--- src/hw/idcb_pkg.sv ---
// Package for the inc/dec/clear/branch execution block.
// Assumes a single core clock domain and a synchronous active-high reset.
package idcb_pkg;

  localparam int DATA_W      = 8;
  localparam int ADDR_W      = 7;
  localparam int LIT_W       = 11;
  localparam int PC_W        = 15;
  localparam int LATCH_W     = 7;
  localparam int WDT_W       = 8;
  localparam int PRE_W       = 8;
  localparam int MEM_DEPTH   = 128;

  // Page latch field feeding the upper program counter bits
  localparam int PAGE_LO     = 3;
  localparam int PAGE_HI     = 6;

  // Status bit positions
  localparam int ST_ZERO     = 2;
  localparam int ST_SLEEP    = 3;
  localparam int ST_EXPIRY   = 4;
  localparam int STATUS_W    = 8;

  localparam logic [DATA_W-1:0]   ACC_RST    = 8'h00;
  localparam logic [STATUS_W-1:0] STATUS_RST = 8'h18;
  localparam logic [PC_W-1:0]     PC_RST     = 15'h0000;
  localparam logic [WDT_W-1:0]    WDT_ZERO   = 8'h00;
  localparam logic [PRE_W-1:0]    PRE_ZERO   = 8'h00;
  localparam logic [DATA_W-1:0]   ONE        = 8'h01;

  typedef enum logic [2:0]
  {
    IDCB_OP_NONE   = 3'h0,
    IDCB_OP_DEC    = 3'h1,
    IDCB_OP_DECSZ  = 3'h2,
    IDCB_OP_INC    = 3'h3,
    IDCB_OP_INCSZ  = 3'h4,
    IDCB_OP_CLRACC = 3'h5,
    IDCB_OP_KICK   = 3'h6,
    IDCB_OP_JUMP   = 3'h7
  } idcb_op_t;

  typedef enum logic [3:0]
  {
    IDCB_ST_IDLE  = 4'b0001,
    IDCB_ST_WRITE = 4'b0010,
    IDCB_ST_FLUSH = 4'b0100,
    IDCB_ST_JUMP2 = 4'b1000
  } idcb_state_t;

endpackage : idcb_pkg

--- src/hw/idcb_exec.sv ---
// Execution unit for decrement, increment, skip variants, accumulator clear,
// watchdog kick and absolute jump.
// Assumes the decoder holds an op steady only while opReady is high.
//
// Behaviour
// - Decrement takes file register 0..127 minus one to the accumulator or file, setting zero.
// - Accumulator clear loads zero into the accumulator and sets the zero flag.
// - Decrement-skip routes its result by the target bit and leaves every status flag alone.
// - A zero decrement-skip result discards the next instruction as a no-op, taking one extra cycle.
// - Watchdog kick zeroes the watchdog counter and its prescaler.
// - Watchdog kick sets the expiry and sleep-entered flags and touches no other status bit.
// - Absolute jump loads its 11-bit literal into program counter bits 10 to 0.
// - Absolute jump loads program counter bits 14 to 11 from page latch bits 6 to 3.
// - Absolute jump always takes two cycles and changes no status flag.
// - Increment adds one with the same routing as decrement and updates the zero flag.
// - Increment-skip adds one, keeps the flags, and skips the next instruction on zero.
`timescale 1ns/1ns
module idcb_exec
  import idcb_pkg::*;
#(
  parameter int PRE_WIDTH = idcb_pkg::PRE_W
)
(
  input  wire logic                         core_clk,
  input  wire logic                         srst,
  input  wire idcb_pkg::idcb_op_t           opCode,
  input  wire logic                         opValid,
  input  wire logic [idcb_pkg::ADDR_W-1:0]  fileAddr,
  input  wire logic                         resultTarget,
  input  wire logic [idcb_pkg::LIT_W-1:0]   branchLiteral,
  input  wire logic [idcb_pkg::LATCH_W-1:0] pageLatch,
  input  wire logic                         watchdogTick,
  output      logic                         opReady,
  output      logic                         flushNext,
  output      logic                         pcLoad,
  output      logic [idcb_pkg::PC_W-1:0]    pcValue,
  output      logic [idcb_pkg::DATA_W-1:0]  accumulatorReg,
  output      logic [idcb_pkg::STATUS_W-1:0] statusReg,
  output      logic [idcb_pkg::WDT_W-1:0]   watchdogCounter,
  output      logic                         fileWrite,
  output      logic [idcb_pkg::ADDR_W-1:0]  fileWrAddr,
  output      logic [idcb_pkg::DATA_W-1:0]  fileWrData
);
  import idcb_pkg::*;

  if (PRE_WIDTH < 1 || PRE_WIDTH > 16)
  begin : g_badPrescale
    $error("PRE_WIDTH out of range");
  end

  idcb_state_t       state_q;
  idcb_state_t       state_d;
  idcb_op_t          op_q;
  logic [ADDR_W-1:0] addr_q;
  logic              target_q;
  logic [PRE_WIDTH-1:0] prescale_q;
  logic [DATA_W-1:0] memRdData;
  logic              fwd_q;
  logic [DATA_W-1:0] fwdData_q;

  // Operand fetch: capture the op, read file data one cycle later
  wire takeOp   = opValid && (state_q == IDCB_ST_IDLE);
  wire isFileOp = (opCode == IDCB_OP_DEC) || (opCode == IDCB_OP_DECSZ) ||
                  (opCode == IDCB_OP_INC) || (opCode == IDCB_OP_INCSZ);
  wire isKick   = takeOp && (opCode == IDCB_OP_KICK);
  wire isClr    = takeOp && (opCode == IDCB_OP_CLRACC);
  wire isJump   = takeOp && (opCode == IDCB_OP_JUMP);

  // Arithmetic in the write state, wrapping naturally at 8 bits
  wire isDecOp  = (op_q == IDCB_OP_DEC) || (op_q == IDCB_OP_DECSZ);
  wire isSkipOp = (op_q == IDCB_OP_DECSZ) || (op_q == IDCB_OP_INCSZ);
  // A write landing on the taking edge is missed by the read; forward it
  wire fwdHit   = fileWrite && (fileWrAddr == fileAddr);
  wire [DATA_W-1:0] operand   = fwd_q ? fwdData_q : memRdData;
  wire [DATA_W-1:0] sumResult = isDecOp ? operand - ONE
                                        : operand + ONE;
  wire resultZero = (sumResult == '0);
  wire inWrite    = (state_q == IDCB_ST_WRITE);
  wire skipHit    = inWrite && isSkipOp && resultZero;
  wire [PC_W-1:0] jumpTarget = {pageLatch[PAGE_HI:PAGE_LO], branchLiteral};

  idcb_file_mem
  #(
    .DATA_W (DATA_W),
    .ADDR_W (ADDR_W)
  )
  u_mem
  (
    .core_clk (core_clk),
    .srst     (srst),
    .rdAddr   (fileAddr),
    .rdData   (memRdData),
    .wrEn     (fileWrite),
    .wrAddr   (fileWrAddr),
    .wrData   (fileWrData)
  );

  always_comb
  begin
    state_d = state_q;
    case (state_q)
      IDCB_ST_IDLE:
      begin
        if (takeOp && isFileOp)
          state_d = IDCB_ST_WRITE;
        else if (isJump)
          state_d = IDCB_ST_JUMP2;
      end
      IDCB_ST_WRITE:
        state_d = skipHit ? IDCB_ST_FLUSH : IDCB_ST_IDLE;
      IDCB_ST_FLUSH:
        state_d = IDCB_ST_IDLE;
      IDCB_ST_JUMP2:
        state_d = IDCB_ST_IDLE;
      default:
        state_d = IDCB_ST_IDLE;
    endcase
  end

  always_ff @(posedge core_clk)
  begin
    if (srst)
    begin
      state_q  <= IDCB_ST_IDLE;
      op_q     <= IDCB_OP_NONE;
      addr_q   <= '0;
      target_q <= 1'b0;
    end
    else
    begin
      state_q <= state_d;
      if (takeOp)
      begin
        op_q     <= opCode;
        addr_q   <= fileAddr;
        target_q <= resultTarget;
      end
    end
  end

  // Forward capture runs every edge; only the taking edge's value is used
  always_ff @(posedge core_clk)
  begin
    if (srst)
    begin
      fwd_q     <= 1'b0;
      fwdData_q <= '0;
    end
    else
    begin
      fwd_q     <= fwdHit;
      fwdData_q <= fileWrData;
    end
  end

  // Ready only in idle, so a busy cycle stalls the decoder
  always_ff @(posedge core_clk)
  begin
    if (srst)
      opReady <= 1'b0;
    else
      opReady <= (state_d == IDCB_ST_IDLE);
  end

  // Flush pulse tells fetch to replace the next word with a no-op
  always_ff @(posedge core_clk)
  begin
    if (srst)
      flushNext <= 1'b0;
    else
      flushNext <= skipHit;
  end

  always_ff @(posedge core_clk)
  begin
    if (srst)
    begin
      pcLoad  <= 1'b0;
      pcValue <= PC_RST;
    end
    else
    begin
      pcLoad <= isJump;
      if (isJump)
        pcValue <= jumpTarget;
    end
  end

  // Result routing: target bit low to accumulator, high to file
  always_ff @(posedge core_clk)
  begin
    if (srst)
    begin
      fileWrite  <= 1'b0;
      fileWrAddr <= '0;
      fileWrData <= '0;
    end
    else
    begin
      fileWrite <= inWrite && target_q;
      if (inWrite)
      begin
        fileWrAddr <= addr_q;
        fileWrData <= sumResult;
      end
    end
  end

  always_ff @(posedge core_clk)
  begin
    if (srst)
      accumulatorReg <= ACC_RST;
    else if (isClr)
      accumulatorReg <= '0;
    else if (inWrite && !target_q)
      accumulatorReg <= sumResult;
  end

  // Zero flag only for the non-skip forms; jump leaves all flags
  always_ff @(posedge core_clk)
  begin
    if (srst)
      statusReg <= STATUS_RST;
    else
    begin
      if (isClr)
        statusReg[ST_ZERO] <= 1'b1;
      else if (inWrite && !isSkipOp)
        statusReg[ST_ZERO] <= resultZero;
      if (isKick)
      begin
        statusReg[ST_EXPIRY] <= 1'b1;
        statusReg[ST_SLEEP]  <= 1'b1;
      end
    end
  end

  // Watchdog model: prescaler divides the tick, kick wins over counting
  always_ff @(posedge core_clk)
  begin
    if (srst || isKick)
    begin
      prescale_q      <= '0;
      watchdogCounter <= WDT_ZERO;
    end
    else if (watchdogTick)
    begin
      prescale_q <= prescale_q + 1'b1;
      if (&prescale_q)
        watchdogCounter <= watchdogCounter + 1'b1;
    end
  end

endmodule : idcb_exec

--- src/hw/idcb_file_mem.sv ---
// File register memory with registered read data.
// Assumes reads are addressed one cycle ahead of use and reset clears every cell.
`timescale 1ns/1ns
module idcb_file_mem
#(
  parameter int DATA_W = 8,
  parameter int ADDR_W = 7
)
(
  input  wire logic              core_clk,
  input  wire logic              srst,
  input  wire logic [ADDR_W-1:0] rdAddr,
  output      logic [DATA_W-1:0] rdData,
  input  wire logic              wrEn,
  input  wire logic [ADDR_W-1:0] wrAddr,
  input  wire logic [DATA_W-1:0] wrData
);

  localparam int DEPTH = 1 << ADDR_W;

  logic [DATA_W-1:0] memArray [0:DEPTH-1];

  if (DATA_W < 1 || ADDR_W < 1)
  begin : g_badSize
    $error("idcb_file_mem size out of range");
  end

  // Cleared on reset so results never start unknown; rules out a plain RAM macro
  always_ff @(posedge core_clk)
  begin
    if (srst)
    begin
      for (int k = 0; k < DEPTH; k++)
        memArray[k] <= '0;
      rdData <= '0;
    end
    else
    begin
      if (wrEn)
        memArray[wrAddr] <= wrData;
      rdData <= memArray[rdAddr];
    end
  end

endmodule : idcb_file_mem

--- config.mk ---
export PLATFORM = sky130hd
export DESIGN_NAME = idcb_exec
export DESIGN_NICKNAME = d
export VERILOG_FILES = /design/src/hw/idcb_pkg.sv /design/src/hw/idcb_exec.sv /design/src/hw/idcb_file_mem.sv
export SDC_FILE = /design/constraint.sdc
export NUM_CORES = 2
export LEC_CHECK = 0
export BUFFER_PORTS_ARGS = -buffer_cell sky130_fd_sc_hd__buf_2
export CELL_PAD_IN_SITES_DETAIL_PLACEMENT = 1
export CELL_PAD_IN_SITES_GLOBAL_PLACEMENT = 2
export CORE_ASPECT_RATIO = 2
export CORE_MARGIN = 3
export CORE_UTILIZATION = 50
export CTS_CLUSTER_DIAMETER = 120
export DETAILED_ROUTE_END_ITERATION = 16
export PLACE_DENSITY = 0.84
export SETUP_SLACK_MARGIN = 0.05
export SYNTH_ARGS = -nofsm -noshare
export SYNTH_HDL_FRONTEND = slang
export SYNTH_SLANG_ARGS = --single-unit
--- constraint.sdc ---
create_clock -name core_clk -period 8.05 [get_ports core_clk]
set_input_delay 1.2075 -clock core_clk [delete_from_list [all_inputs] [get_ports core_clk]]
set_output_delay 1.2075 -clock core_clk [all_outputs]
set_load 0.05 [all_outputs]
# Yosys cells after proc, flatten, opt, wreduce, memory -nomap -nowiden
# Memories as Yosys holds them, arrays and structs flattened. A register that Yosys moved wholly into a read port is not among the register bits.
# Index checks and enable logic that the tools add are counted.
# totals
out_inout_bits	58
n_memories	1
wordCells	76
inputBits	33
ff_bits	83
ramBits	1024
# mem_list
memory	depth	width	read_ports	rd_clocked_by_memory_dff	wr	line	text
u_mem.memArray	128	8	1	1	128	idcb_file_mem.sv:21	logic [DATA_W-1:0] memArray [0:DEPTH-1];
# op_classes
mux	16
reduce_logical	24
add_sub_neg	4
n_eq_ne	14
# ops
operator	count
$add 8x1->8 const B	3
$mux 8	3
$eq 3x3->1 const B	5
$logic_and 1x1->1	11
$eq 3x2->1 const B	3
$reduce_and 9->1	1
$eq 4x1->1 const B	2
$logic_not 8->1	1
$mux 1	8
$mux 4	2
$pmux 4 s2	1
$reduce_or 8->1	1
$sub 8x1->8 const B	1
$eq 7x7->1	1
$mux 7	1
$eq 3x1->1 const B	2
$logic_or 1x1->1	6
$eq 4x2->1 const B	1
$mux 3	1
$logic_not 1->1	2
$reduce_bool 2->1	1
$reduce_or 2->1	1

# Depth between registers and ports, before layout
# depth
word_depth	8
depth_mapped	11
mapped_depth_nobuf	11

# Cells and area by module
# Synthesis repeated with hierarchy kept, for this count alone.
# hier_totals
cells_unflattened	3641
area_unflattened_um2	51605.7
# by_module_without_submodules
mod	area_per_inst_um2	instances	cells_each	seq_area_each_um2
idcb_file_mem	48019.8	1	3221	30909.6
idcb_exec	3585.9	1	420	1661.6

# Worst setup path before layout
# No wires, ideal clock.
# synth_timing
path_kind	input-to-reg
start	input port fileAddr[0] in the netlist's numbering
end	register u_mem.rdData[0], read port of u_mem.memArray
t_arrival_ns	3.361
stages	9
path_buffers	4
setup_time_ns	0.130
path_slack_ns	4.558
t_required_ns	7.920
cell_sequence	buf_2 buf_2 buf_2 buf_2 mux4_2 a22oi_1 a21oi_1 nor4_1 o22ai_1
# synth_lines
item	line	text
from (decl)	idcb_exec.sv:28	input wire logic [idcb_pkg::ADDR_W-1:0] fileAddr,
to (decl)	idcb_file_mem.sv:13	output logic [DATA_W-1:0] rdData,

==> flow_summary.yaml <==
clocking:
  cts-htree-levels: 3
  ctsHoldBuffers: 0
  cts_resized: 0
  cts_root_buf: "clkbuf_16"
  cts_tree: "yes"
  cts_buffers: 96
  post-cts-setup-buffer-count: 0
  insertion_delay_ps: 710
  numClockSinks: 1115
  clkTransAtPathRegs_ps: 70
  cts.path.max_buffers: 3
cells_and_area:
  finalNonFillerCells: 4854
  synthToLayoutAreaGrowth_pct: 9.36
  regArea_um2: 32600
  n_fill_cell: 9371
  fin_nets: 3486
  stdcell_area_um2: 55500
  drive_above_1_share_pct: 17.2
  final_util_pct: 55.3
  multi_input_area_um2: 17000
power_and_ir_drop:
  swShare_pct: 22.2
  total_power_mw: 12.2
  powerDensity_nw_per_um2: 219
  seq_power_share_pct: 53.9
  leakagePower_nw: 19.4
  netSwitchingPower_mw: 2.70
  power.internal_mw: 9.47
  comb_power_share_pct: 6.1
  ir_drop_mv: 0.161
  clockPowerShare_pct: 39.9
setup_path:
  critical_path.max_stage_delay_ps: 830
  path_delay_family: "buffers and inverters"
  cp_max_fo: 68
  r2r_end: "state_q[0]"
  path_class: "primary input to flop"
  reg2regPathDepth: 9
  slowest_stage: "nor4_1"
  worstPathRequired_ps: 8600
  endpoint_kind: "flop"
  timing.rr.start: "fwd_q"
  start_kind: "primary input"
  crit_buf_inv: 2
  cp.depth: 7
  arrival_ps: 4700
  cp_cell_sequence: "buf_8 -> buf_4 -> mux4_2 -> a22oi_1 -> a21oi_1 -> nor4_1 -> o22ai_1"
  rrSetupSlack_ps: 4170
yosys:
  syn-cell-area_um2: 50700
  yosysTopAreaCell: "edfxtp_1"
  yosys-top-cells-count: "and2_1 (1,031), edfxtp_1 (1,024), mux4_2 (272), clkbuf_1 (245), nor2_1 (180)"
  async_flop_share_pct: 0
  ys_seq_area_share_pct: 64.2
  synth_area_leaders: "edfxtp_1 (61%), and2_1 (13%), mux4_2 (12%), dfxtp_1 (3.6%), clkbuf_1 (1.8%)"
  yosysWarningCount: 0
  synth_edf_count: 1024
  yosysUniqueCellTypes: 55
  syn-instance-count: 3494
  synth_top_area_share_pct: 60.6
  ys.flop_type: "edfxtp_1"
  synth_area_per_cell_um2: 14.5
  ys_ff_latch: 1115
  synth_most_common_cell: "and2_1"
min_path:
  hold_end: "pcValue[6]"
  min_path_type: "flop to flop"
  min_delay_path_depth: 2
  hp-start: "pcValue[6]"
grt:
  grt_use_met1_pct: 27.2
  grt.busiest_layer: "met2"
  antenna_found_initial: 3
  gr-usage-met2_pct: 51.4
  gr-usage-met3_pct: 3.58
  grt_pass1_vias: 32300
  grt_pass1_wl_um: 207000
  grt_max_degree: 113
  grt_overflow: 0
  track_usage_pct: 26.7
sta:
  max_freq_mhz: 241
  hold_ws_ps: 452
  hold_viol: 0
  fin_crit_sh_pct: 51.6
  worst_slack_ps: 3900
  period_needed_ps: 4150
  skew_ps: 24.0
  fin_setup_tns_ps: 0
  worst_pin_slew_ps: 1310
  relSlewSlack_pct: 12.0
  grt_setup_unrepaired: "no"
  setup_viol: 0
  drv_slew: 0
drt:
  vias: 28900
  drt-wirelength-per-cell_um: 28.8
  drc_errors: 0
  drt-total-wl_um: 140000
  first_iter_violations: 1920
  drt-vias-per-instance: 5.96
  ant_nets: 0
  dr.pass1.iters: 5
place:
  placed_area_um2: 52200
  place_ws_ps: 3200
  placedCellCount: 4674
  portBuffers: 80
  gp_congestion: 0.844
  dpl.hpwl_um: 93300
floorplanning:
  fp.dieH_um: 456
  die_w_um: 231
  rows: 164
  num_io_pins: 91
  coreArea_um2: 100000
  dieArea_um2: 106000
  initial_core_util_pct: 50.5
run_status:
  status: "finished clean"
job:
  max-cap-violations: 0
[layout by cell type, fill, tap and decap left out, types with 81 or more instances in the layout]
cell          n
and2_1     1031
edfxtp_1   1024
mux4_2      272
nor2_1      178
o21ai_0     130
clkbuf_16    98
a22oi_1      96
a21oi_1      84
dfxtp_1      83
nand2_1      81
[power groups by stage]
stage	Clock, mW	Sequential (mW)	Combinational [mW]
2_1_floorplan	0	6.65	0.495
3_3_place_gp	0	6.67	0.722
3_5_place_dp	0	6.69	0.745
4_1_cts	4.93	6.56	0.747
5_1_grt	5.14	6.58	0.781
6_report	4.86	6.56	0.744
[tightest hold or removal path, delay by kind of cell, from the launching register on]
| kind | cells | cell delay (ps) |
|---|---|---|
| AO/OA/AOI/OAI | 1 | 50 |
| flip-flops | 1 | 310 |
| AND/OR/NAND/NOR | 1 | 50 |
[how the worst max path moves through the flow]
stage | startpoint | to
floorplan | fileAddr[0] | u_mem.rdData[0]
global placement | fileAddr[0] | u_mem.rdData[3]
detailed placement | fileAddr[0] | u_mem.rdData[2]
CTS | fileAddr[0] | u_mem.rdData[2]
global route | fileAddr[0] | u_mem.rdData[2]
finish | fileAddr[0] | u_mem.rdData[0]
[sequential cells by signal (all words and copies together) (netlist names)]
signal	cells
fileWrite	1
op_q	3
fileWrData	8
addr_q	7
opReady	1
prescale_q	8
target_q	1
accumulatorReg	8
pcValue	15
fwd_q	1
state_q	4
u_mem.memArray	1024
watchdogCounter	8
statusReg	1
fileWrAddr	7
flushNext	1
fwdData_q	8
u_mem.rdData	8
pcLoad	1
[kinds of logic after synthesis]
kind of cell	Yosys count	synth area share (%)
simple gates	1393	15.9
xor+xnor	30	0.533
other cells	2	0.0148
mux	302	12.7
compound gates	350	4.13
flops	1115	64.2
fa+ha+maj	7	0.188
buf+inv	295	2.30
[metal layers]
layer | wire [um] | vias to the layer above
met5 | 0 | -
li1 | - | 12700
met1 | 46100 | 15200
met4 | 9030 | 0
met3 | 5460 | 302
met2 | 79000 | 783
[cell type report]
| type | instances | area share (%) |
|---|---|---|
| Sequential cell | 1115 | 58.8 |
| Inverter | 6 | 0.0429 |
| Timing Repair Buffer | 138 | 1.63 |
| Antenna cell | 1 | 0.00451 |
| Clock buffer | 109 | 4.55 |
| Tap cell | 1328 | 3.00 |
| Multi-Input combinational cell | 2089 | 30.7 |
| Clock inverter | 68 | 1.31 |
(Power assumes the default switching activity.)
